--- src/hw/pwm_consts.svh ---
// Purpose: constants of the four channel bridge pwm
// Assumes: included by bare name
// Notes:   offsets are byte addresses on the register bus
`ifndef PWM_CONSTS_SVH
`define PWM_CONSTS_SVH
// ----------------------------------------------------------------
// timing
// ----------------------------------------------------------------
`define PWM_REF_PERIOD_NS   5'h08
`define PWM_UNIT_PERIOD_NS  5'h0A
// ----------------------------------------------------------------
// widths
// ----------------------------------------------------------------
`define PWM_NCH     4
`define PWM_CNT_W   12
`define PWM_DT_W    8
`define PWM_PL_W    8
`define PWM_ADDR_W  8
// ----------------------------------------------------------------
// register offsets
// ----------------------------------------------------------------
`define OFS_CFG     8'h00
`define OFS_DEAD    8'h04
`define OFS_PLEN    8'h08
`define OFS_TPOS    8'h0C
`define OFS_MODE    8'h10
`define OFS_STAT    8'h14
`define OFS_CH_HI   4'h2
// ----------------------------------------------------------------
// field positions
// ----------------------------------------------------------------
`define CFG_ALIGN_LSB  12
`define CFG_HS_INV     14
`define CFG_LS_INV     15
`define CFG_TRG_INV    16
`define DEAD_H_LSB     8
`define TPOS_B_LSB     16
`define CH_SHIFT_LSB   16
`define MODE_W         3
// ----------------------------------------------------------------
// chopper codes, reset values, responses
// ----------------------------------------------------------------
`define CHOP_LS_ON   3'h1
`define CHOP_HS_ON   3'h2
`define CHOP_LS_PWM  3'h5
`define CHOP_HS_PWM  3'h6
`define CHOP_COMP    3'h7
`define STATE_RST    '0
`define DT_START     8'h01
`define RESP_OKAY    2'h0
`define RESP_SLVERR  2'h2
`endif

--- src/hw/pwm_pkg.sv ---
// Purpose: types of the four channel bridge pwm
// Assumes: pwm_consts.svh
// Notes:   whole block state is one packed struct
`include "pwm_consts.svh"
package pwm_pkg;
   typedef enum logic [1:0] {ALIGN_LEFT, ALIGN_CENTER, ALIGN_RIGHT} align_e;
   typedef logic [`PWM_CNT_W-1:0] cnt_t;
   typedef struct packed {
      logic [3:0]                            div_acc;
      cnt_t                                  cnt;
      cnt_t                                  max_reg;
      cnt_t                                  max_act;
      align_e                                align;
      logic                                  hs_inv;
      logic                                  ls_inv;
      logic                                  trg_inv;
      logic [`PWM_DT_W-1:0]                  dead_l;
      logic [`PWM_DT_W-1:0]                  dead_h;
      logic [`PWM_PL_W-1:0]                  plen;
      cnt_t                                  pos_a;
      cnt_t                                  pos_b;
      logic [`PWM_NCH-1:0][`MODE_W-1:0]      mode;
      logic [`PWM_NCH-1:0][`PWM_CNT_W-1:0]   duty_reg;
      logic [`PWM_NCH-1:0][`PWM_CNT_W-1:0]   duty_act;
      logic [`PWM_NCH-1:0][`PWM_CNT_W-1:0]   shift_reg;
      logic [`PWM_NCH-1:0][`PWM_CNT_W-1:0]   shift_act;
      logic [`PWM_NCH-1:0]                   hs;
      logic [`PWM_NCH-1:0]                   ls;
      logic [`PWM_NCH-1:0][`PWM_DT_W-1:0]    dt;
      logic [3:0][`PWM_PL_W-1:0]             pc;
      logic [`PWM_NCH-1:0]                   out_hs;
      logic [`PWM_NCH-1:0]                   out_ls;
      logic [4:0]                            out_trg;
      logic                                  aw_ok;
      logic                                  w_ok;
      logic [`PWM_ADDR_W-1:0]                aw_addr;
      logic [31:0]                           wdata;
      logic [3:0]                            wstrb;
      logic                                  awready;
      logic                                  wready;
      logic                                  bvalid;
      logic [1:0]                            bresp;
      logic                                  arready;
      logic                                  rvalid;
      logic [31:0]                           rdata;
      logic [1:0]                            rresp;
   } state_s;
endpackage : pwm_pkg

--- src/hw/four_channel_bridge_pwm.sv ---
// Purpose: four channel half bridge pwm with dead time and triggers
// Assumes: AXI4-Lite register slave, one clock ref_clk
// Notes:   unit tick is 4 of 5 ref_clk cycles, 100 MHz on average
//
// The address map and the AXI4-Lite slave port were chosen for this implementation.
`timescale 1ns/1ps
`include "pwm_consts.svh"
module four_channel_bridge_pwm (
   input  wire logic                   ref_clk,
   input  wire logic                   arst_n,
   input  wire logic [`PWM_ADDR_W-1:0] awaddr,
   input  wire logic                   awvalid,
   output logic                        awready,
   input  wire logic [31:0]            wdata,
   input  wire logic [3:0]             wstrb,
   input  wire logic                   wvalid,
   output logic                        wready,
   output logic [1:0]                  bresp,
   output logic                        bvalid,
   input  wire logic                   bready,
   input  wire logic [`PWM_ADDR_W-1:0] araddr,
   input  wire logic                   arvalid,
   output logic                        arready,
   output logic [31:0]                 rdata,
   output logic [1:0]                  rresp,
   output logic                        rvalid,
   input  wire logic                   rready,
   output logic [`PWM_NCH-1:0]         high_side_drive,
   output logic [`PWM_NCH-1:0]         low_side_drive,
   output logic                        cycle_start_trigger,
   output logic                        cycle_center_trigger,
   output logic                        placed_trigger_a,
   output logic                        placed_trigger_b,
   output logic                        placed_trigger_merged
);
   pwm_pkg::state_s        st;
   pwm_pkg::state_s        next_st;
   logic [4:0]             acc_sum;
   logic                   tick;
   logic [12:0]            per;
   logic [`PWM_NCH-1:0]    pwm;
   logic [`PWM_NCH-1:0]    hs_req;
   logic [`PWM_NCH-1:0]    ls_req;

   // ----------------------------------------------------------------
   // register read view and byte merge
   // ----------------------------------------------------------------
   function automatic logic [31:0] rd_word(input pwm_pkg::state_s s,
                                           input logic [7:0] a);
      logic [31:0] w;
      w = '0;
      if (a == `OFS_CFG) begin
         w[`PWM_CNT_W-1:0] = s.max_reg;
         w[`CFG_ALIGN_LSB+:2] = s.align;
         w[`CFG_HS_INV] = s.hs_inv;
         w[`CFG_LS_INV] = s.ls_inv;
         w[`CFG_TRG_INV] = s.trg_inv;
      end else if (a == `OFS_DEAD) begin
         w[`PWM_DT_W-1:0] = s.dead_l;
         w[`DEAD_H_LSB+:`PWM_DT_W] = s.dead_h;
      end else if (a == `OFS_PLEN) begin
         w[`PWM_PL_W-1:0] = s.plen;
      end else if (a == `OFS_TPOS) begin
         w[`PWM_CNT_W-1:0] = s.pos_a;
         w[`TPOS_B_LSB+:`PWM_CNT_W] = s.pos_b;
      end else if (a == `OFS_MODE) begin
         w[`PWM_NCH*`MODE_W-1:0] = s.mode;
      end else if (a == `OFS_STAT) begin
         w[`PWM_CNT_W-1:0] = s.cnt;
         w[`CH_SHIFT_LSB+:`PWM_NCH] = s.hs;
         w[`CH_SHIFT_LSB+8+:`PWM_NCH] = s.ls;
      end else if (a[7:4] == `OFS_CH_HI) begin
         w[`PWM_CNT_W-1:0] = s.duty_reg[a[3:2]];
         w[`CH_SHIFT_LSB+:`PWM_CNT_W] = s.shift_reg[a[3:2]];
      end
      return w;
   endfunction : rd_word

   function automatic logic mapped(input logic [7:0] a);
      return (a <= `OFS_STAT) || (a[7:4] == `OFS_CH_HI);
   endfunction : mapped

   // ----------------------------------------------------------------
   // unit tick and per channel compare
   // ----------------------------------------------------------------
   assign acc_sum = {1'b0, st.div_acc} + `PWM_REF_PERIOD_NS;
   assign tick = acc_sum >= `PWM_UNIT_PERIOD_NS;
   assign per = {1'b0, st.max_act} + 13'h0001;

   genvar g;
   for (g = 0; g < `PWM_NCH; g++) begin : g_ch
      logic [12:0] d;
      logic [12:0] sh;
      logic [12:0] cs;
      logic [12:0] lo;
      always_comb begin
         d = ({1'b0, st.duty_act[g]} > per) ? per : {1'b0, st.duty_act[g]};
         sh = {1'b0, st.shift_act[g]};
         // shifted counter, wraps inside the period
         if ({1'b0, st.cnt} >= sh) begin
            cs = 13'({1'b0, st.cnt} - sh);
         end else begin
            cs = 13'({1'b0, st.cnt} + per - sh);
         end
         case (st.align)
            pwm_pkg::ALIGN_CENTER: lo = 13'((per - d) >> 1);
            pwm_pkg::ALIGN_RIGHT:  lo = 13'(per - d);
            default:               lo = '0;
         endcase
         pwm[g] = (cs >= lo) && (cs < 13'(lo + d));
         hs_req[g] = 1'b0;
         ls_req[g] = 1'b0;
         case (st.mode[g])
            `CHOP_LS_ON:  ls_req[g] = 1'b1;
            `CHOP_HS_ON:  hs_req[g] = 1'b1;
            `CHOP_LS_PWM: ls_req[g] = pwm[g];
            `CHOP_HS_PWM: hs_req[g] = pwm[g];
            `CHOP_COMP: begin
               hs_req[g] = pwm[g];
               ls_req[g] = !pwm[g];
            end
            default: ;
         endcase
      end
   end

   // ----------------------------------------------------------------
   // next state
   // ----------------------------------------------------------------
   always_comb begin
      logic [31:0] wv;
      logic [12:0] pn;
      logic [3:0]  evt;
      wv = '0;
      pn = '0;
      evt = '0;
      next_st = st;
      next_st.div_acc = tick ? 4'(acc_sum - `PWM_UNIT_PERIOD_NS) : acc_sum[3:0];
      if (tick) begin
         if (st.cnt == st.max_act) begin
            next_st.cnt = '0;
            next_st.max_act = st.max_reg;
            next_st.duty_act = st.duty_reg;
            next_st.shift_act = st.shift_reg;
         end else begin
            next_st.cnt = 12'(st.cnt + 12'h001);
         end
         pn = {1'b0, next_st.max_act} + 13'h0001;
         evt[0] = next_st.cnt == '0;
         evt[1] = next_st.cnt == 12'(pn >> 1);
         evt[2] = next_st.cnt == st.pos_a;
         evt[3] = next_st.cnt == st.pos_b;
         for (int j = 0; j < 4; j++) begin
            if (evt[j]) begin
               next_st.pc[j] = st.plen;
            end else if (st.pc[j] != '0) begin
               next_st.pc[j] = 8'(st.pc[j] - 8'h01);
            end
         end
         for (int i = 0; i < `PWM_NCH; i++) begin
            if (st.hs[i] && !hs_req[i]) begin
               next_st.hs[i] = 1'b0;
               next_st.dt[i] = `DT_START;
            end else if (st.ls[i] && !ls_req[i]) begin
               next_st.ls[i] = 1'b0;
               next_st.dt[i] = `DT_START;
            end else if (!st.hs[i] && !st.ls[i]) begin
               if (hs_req[i] && st.dt[i] >= st.dead_h) begin
                  next_st.hs[i] = 1'b1;
               end else if (ls_req[i] && st.dt[i] >= st.dead_l) begin
                  next_st.ls[i] = 1'b1;
               end else if (st.dt[i] != '1) begin
                  next_st.dt[i] = 8'(st.dt[i] + 8'h01);
               end
            end
         end
      end
      next_st.out_hs = next_st.hs ^ {`PWM_NCH{st.hs_inv}};
      next_st.out_ls = next_st.ls ^ {`PWM_NCH{st.ls_inv}};
      for (int j = 0; j < 4; j++) begin
         next_st.out_trg[j] = (next_st.pc[j] != '0) ^ st.trg_inv;
      end
      next_st.out_trg[4] = ((next_st.pc[2] != '0) || (next_st.pc[3] != '0)) ^ st.trg_inv;
      // bus write side
      if (awvalid && st.awready) begin
         next_st.aw_ok = 1'b1;
         next_st.aw_addr = awaddr;
      end
      if (wvalid && st.wready) begin
         next_st.w_ok = 1'b1;
         next_st.wdata = wdata;
         next_st.wstrb = wstrb;
      end
      if (st.bvalid && bready) begin
         next_st.bvalid = 1'b0;
      end
      if (st.aw_ok && st.w_ok && !st.bvalid) begin
         wv = rd_word(st, st.aw_addr);
         for (int b = 0; b < 4; b++) begin
            if (st.wstrb[b]) begin
               wv[b*8+:8] = st.wdata[b*8+:8];
            end
         end
         next_st.aw_ok = 1'b0;
         next_st.w_ok = 1'b0;
         next_st.bvalid = 1'b1;
         next_st.bresp = mapped(st.aw_addr) ? `RESP_OKAY : `RESP_SLVERR;
         if (st.aw_addr == `OFS_CFG) begin
            next_st.max_reg = wv[`PWM_CNT_W-1:0];
            next_st.align = (wv[`CFG_ALIGN_LSB+:2] == 2'h3) ? pwm_pkg::ALIGN_LEFT
                          : pwm_pkg::align_e'(wv[`CFG_ALIGN_LSB+:2]);
            next_st.hs_inv = wv[`CFG_HS_INV];
            next_st.ls_inv = wv[`CFG_LS_INV];
            next_st.trg_inv = wv[`CFG_TRG_INV];
         end else if (st.aw_addr == `OFS_DEAD) begin
            next_st.dead_l = wv[`PWM_DT_W-1:0];
            next_st.dead_h = wv[`DEAD_H_LSB+:`PWM_DT_W];
         end else if (st.aw_addr == `OFS_PLEN) begin
            next_st.plen = wv[`PWM_PL_W-1:0];
         end else if (st.aw_addr == `OFS_TPOS) begin
            next_st.pos_a = wv[`PWM_CNT_W-1:0];
            next_st.pos_b = wv[`TPOS_B_LSB+:`PWM_CNT_W];
         end else if (st.aw_addr == `OFS_MODE) begin
            next_st.mode = wv[`PWM_NCH*`MODE_W-1:0];
         end else if (st.aw_addr[7:4] == `OFS_CH_HI) begin
            next_st.duty_reg[st.aw_addr[3:2]] = wv[`PWM_CNT_W-1:0];
            next_st.shift_reg[st.aw_addr[3:2]] = wv[`CH_SHIFT_LSB+:`PWM_CNT_W];
         end
      end
      next_st.awready = !next_st.aw_ok && !next_st.bvalid;
      next_st.wready = !next_st.w_ok && !next_st.bvalid;
      // bus read side
      if (st.rvalid && rready) begin
         next_st.rvalid = 1'b0;
      end
      if (arvalid && st.arready) begin
         next_st.rvalid = 1'b1;
         next_st.rdata = rd_word(st, araddr);
         next_st.rresp = mapped(araddr) ? `RESP_OKAY : `RESP_SLVERR;
      end
      next_st.arready = !next_st.rvalid;
   end

   always_ff @(posedge ref_clk or negedge arst_n) begin
      if (!arst_n) begin
         st <= `STATE_RST;
      end else begin
         st <= next_st;
      end
   end

   assign awready = st.awready;
   assign wready = st.wready;
   assign bvalid = st.bvalid;
   assign bresp = st.bresp;
   assign arready = st.arready;
   assign rvalid = st.rvalid;
   assign rdata = st.rdata;
   assign rresp = st.rresp;
   assign high_side_drive = st.out_hs;
   assign low_side_drive = st.out_ls;
   assign cycle_start_trigger = st.out_trg[0];
   assign cycle_center_trigger = st.out_trg[1];
   assign placed_trigger_a = st.out_trg[2];
   assign placed_trigger_b = st.out_trg[3];
   assign placed_trigger_merged = st.out_trg[4];
endmodule : four_channel_bridge_pwm

--- config.mk ---
export PLATFORM = sky130hd
export DESIGN_NAME = four_channel_bridge_pwm
export DESIGN_NICKNAME = d
export VERILOG_FILES = /design/src/hw/pwm_pkg.sv /design/src/hw/four_channel_bridge_pwm.sv
export VERILOG_INCLUDE_DIRS = /design/src /design/src/hw
export SDC_FILE = /design/constraint.sdc
export NUM_CORES = 2
export LEC_CHECK = 0
export BUFFER_PORTS_ARGS = -buffer_cell sky130_fd_sc_hd__buf_2
export CAP_MARGIN = 20
export CORE_ASPECT_RATIO = 0.7
export CORE_MARGIN = 5
export CORE_UTILIZATION = 45
export CTS_BUF_LIST = sky130_fd_sc_hd__clkbuf_4
export DETAILED_ROUTE_END_ITERATION = 10
export PLACE_DENSITY = 0.68
export SLEW_MARGIN = 30
export SYNTH_ARGS = -nofsm -noshare
export SYNTH_HDL_FRONTEND = slang
export SYNTH_SLANG_ARGS = --single-unit
--- constraint.sdc ---
create_clock -name ref_clk -period 21.9 [get_ports ref_clk]
set_input_delay 1.095 -clock ref_clk [delete_from_list [all_inputs] [get_ports ref_clk]]
set_output_delay 1.095 -clock ref_clk [all_outputs]
set_load 0.05 [all_outputs]
==> results <==
- The clock sink count is approximately 460.
- The end of the worst register-to-register path is st[137]$_DFFE_PN0P_.
- The share of the Yosys chip area taken by registers is 0.296.
- The via count of the first global-routing pass came to about 31000.
- The deepest clock path buffer count is 3.
- Port buffering added a little over 100 buffers.
- The critical path is of the reg2reg type.
- For this configuration, the core starts out at a cell density of 0.451.
- The worst pin sits at a relative slew slack of 0.250.
- The post-detailed-route count of antenna-violating nets is 0.
- The final sum of negative setup slack is 0 ps.
- Pin placement for this block handled roughly 110 I/O pins.
- The most used flip-flop cell after synthesis is sky130_fd_sc_hd__dfrtp_1.
- Clock skew on the completed layout was measured at 63.3 ps.
- In this run the worst hold path is classified as in2async.
- The wire length per cell after detailed routing is 23.6 um.
- The cell area after synthesis is about 0.039 mm^2.
- The die outline height is 255 um.
- After clock tree synthesis, the clock-pin slew on the worst setup and hold paths is ~80 ps.
- The region available for standard cell placement spans between 0.08 and 0.09 mm^2.
- The cell depth of the worst flop-to-flop path is between 40 and 50.
- The total of flip-flops plus latches after synthesis is ~460.
- The CTS tree is done.
- For this run the aggregate overflow at the end of global routing stands at 0.
- At the pin with the least slew margin, the transition time is around 1100 ps.
- The number of levels the H-tree was split into is 3.
- The first global-routing pass estimated between 150000 and 200000 um of wire.
- STA puts the critical path data arrival time at 13250 ps.
- Derived from the worst setup path, the maximum achievable clock frequency is about 0.081 GHz.
- The floorplan step defined a die boundary enclosing between 0.09 and 0.1 mm^2.
- The critical path's most frequent cell is sky130_fd_sc_hd__o21ai_0.
- For this block, the initial DRC count from the detailed router was roughly 4500.
- The final-stage net count is 4785.
- Hold timing on the final database bottoms out at a slack of between 100 and 150 ps.
- The final clock period utilization by the worst path is 0.565.
- The count of fill cells added during filler insertion is approximately 8100.
- A synthesized cell averages between 9 and 10 um^2.
- In this design, the stage delay of the slowest critical-path cell is roughly 670 ps.
- The number of setup violations in the final report is 0.
- For this design, the slowest cell found on the critical path is sky130_fd_sc_hd__or4_1.
- The required time at the worst-slack endpoint is ~23000 ps.
- The tool flagged a number of max-cap violations equal to 0.
- The synthesized design contains 0 enable-type register cells.
- From left edge to right edge, the die measures 361 um.
- The clock network latency to the later pin of the worst-skew pair is a little under 1000 ps.
- Of the cells placed in the final design, the portion with a size suffix greater than 1 is 0.164.
- In the routed layout, each cell is associated on average with a via count of ~6.2.
- The flow ran to the end, and the final reports show no timing, DRC or antenna violations.
- In this run the worst path has a maximum fanout of 23.
- The minimum clock period after layout is ~12000 ps.
- Relative to the synthesized area, the layout overhead comes to 7.62%.
- The total of warnings raised by yosys is 0.
- Counting flops with an async set or reset pin after synthesis yields a share of 1.00.
- The routed layout has 34000 vias.
- The number of rows created at floorplan is 90.
- CTS placed an instance of sky130_fd_sc_hd__clkbuf_4 at the clock tree root.
- In the global route stage, overall resource usage came out at 0.273.
- For this design, the CTS-stage hold fixing added 0 buffers.
- Routability-driven placement finished with a final weighted congestion of about 0.98.
- Post-CTS timing repair inserted 0 buffers for setup.
- The first detailed-routing pass took 9 iterations.
- The final count of hold timing violations is 0.
- Entering global routing, the biggest net connects ~140 pins.
- After technology mapping, the gate count stands at about 4200.
- Synthesis instantiated between 90 and 100 different standard cells from the library.
- The worst setup path is captured at a register.
- The number of pins exceeding their max-slew limit in the final report is 0.
- The total detailed-routing wirelength is ~130000 um.
- In this run the register-to-register setup slack is 9530 ps.
- At the placement stage, the worst setup path has a slack of 9870 ps.
- The post-cts gate resize count is 0.
- The number of DRC violations after detailed routing is 0.
- Setup repair after global routing left no endpoint under its margin.
- The utilization of the core after routing is 0.486.
- Clock tree synthesis inserted a total of about 110 buffers.
- The category of the worst setup path launch point is a register.
- The detailed placer's ending HPWL is roughly 100000 um.
- The initial antenna violation count is 4.
- The worst setup slack after layout is between 9000 and 10000 ps.
- The beginning of the worst register-to-register path is st[429]$_DFFE_PN0N_.
==> cell usage in the layout, fill, tap and decap left out, drive strengths merged, types with 72 or more instances in the layout <==
cell	n
a21o	152
a21oi	318
buf	169
clkbuf	151
dfrtp	458
ha	421
inv	286
mux2	264
nand2	299
nand2b	76
nand3	72
nor2	271
o21ai	299
xnor2	157
xor2	83
==> synth_stat cells (39+ instances only) <==
master,n,area share
sky130_fd_sc_hd__dfrtp_1,458,0.30
sky130_fd_sc_hd__ha_1,421,0.14
sky130_fd_sc_hd__a21oi_1,318,0.041
sky130_fd_sc_hd__nand2_1,299,0.029
sky130_fd_sc_hd__o21ai_0,295,0.038
sky130_fd_sc_hd__inv_1,279,0.027
sky130_fd_sc_hd__nor2_1,269,0.026
sky130_fd_sc_hd__mux2_2,264,0.077
sky130_fd_sc_hd__xnor2_1,155,0.035
sky130_fd_sc_hd__a21o_1,152,0.029
sky130_fd_sc_hd__clkbuf_1,135,0.013
sky130_fd_sc_hd__xor2_1,82,0.019
sky130_fd_sc_hd__nand2b_1,76,0.012
sky130_fd_sc_hd__a22oi_1,71,0.014
sky130_fd_sc_hd__nand3_1,70,0.0090
sky130_fd_sc_hd__mux2i_1,58,0.015
sky130_fd_sc_hd__nor2b_1,57,0.0092
sky130_fd_sc_hd__nand4_1,54,0.0087
sky130_fd_sc_hd__nor3_1,54,0.0070
sky130_fd_sc_hd__mux4_2,49,0.029
sky130_fd_sc_hd__buf_4,46,0.0089
sky130_fd_sc_hd__o21a_1,39,0.0076
==> metal layers <==
metal,vias up,part of all wire,track usage
met5,-,0.00021,0
met4,4,0.024,0.0701
met3,251,0.13,0.0882
met2,1863,0.38,0.356
met1,16400,0.46,0.425
li1,15500,-,-
==> critical path, delay by kind of cell (launching register included) <==
kind | cells | cell delay (ps)
fa+ha+maj | 9 | 3480
compound gates | 22 | 4360
mux | 1 | 210
xor+xnor | 1 | 140
simple gates | 11 | 2530
flops | 1 | 380
buf+inv | 5 | 1120
==> worst max path at each step <==
stage	slack (ps)	end	startpoint
floorplan	11410	st[137]$_DFFE_PN0P_	st[429]$_DFFE_PN0N_
global placement	10040	st[137]$_DFFE_PN0P_	st[429]$_DFFE_PN0N_
detailed placement	9870	st[137]$_DFFE_PN0P_	st[429]$_DFFE_PN0N_
CTS	9760	st[137]$_DFFE_PN0P_	st[429]$_DFFE_PN0N_
global route	8880	st[137]$_DFFE_PN0P_	st[429]$_DFFE_PN0N_
finish	9530	st[137]$_DFFE_PN0P_	st[429]$_DFFE_PN0N_
==> logic make-up after synthesis <==
kind of cell,after synthesis,synth area share
DFF,458,0.296
buffers and inverters,518,0.0554
AOI/OAI and AO/OA,1160,0.191
other,1,0.0000968
adders and majority gates,443,0.146
and+or+nand+nor,1047,0.134
xor gates and xnor gates,243,0.0567
muxes,371,0.120
==> layout make-up <==
type,count,area [um^2],share of cell area
Tap cell,1150,1440,0.0345
Multi-Input combinational cell,3270,25300,0.607
Antenna cell,6,15.0,0.000360
Timing Repair Buffer,169,1040,0.0250
Inverter,284,1070,0.0256
Clock buffer,151,1130,0.0272
Clock inverter,28,213,0.00510
Sequential cell,458,11500,0.275
==> flip-flops by register name, indices dropped and copies added (netlist names), 4 cells and up <==
signal and flops:
g_ch.sh 48, high_side_drive 4, low_side_drive 4, rdata 28, st 362
==> through the flow <==
| step | instance area (um^2) | std cells |
|---|---|---|
| CTS | 41600 | 5510 |
| global route | 41700 | 5514 |
| detailed placement | 40300 | 5331 |
| floorplan | 38700 | 4246 |
| finish | 41700 | 5516 |
| global placement | 40300 | 5331 |
Power is not shown: default switching activity piles up to over one toggle a cycle in this logic, so the estimate is an artifact.
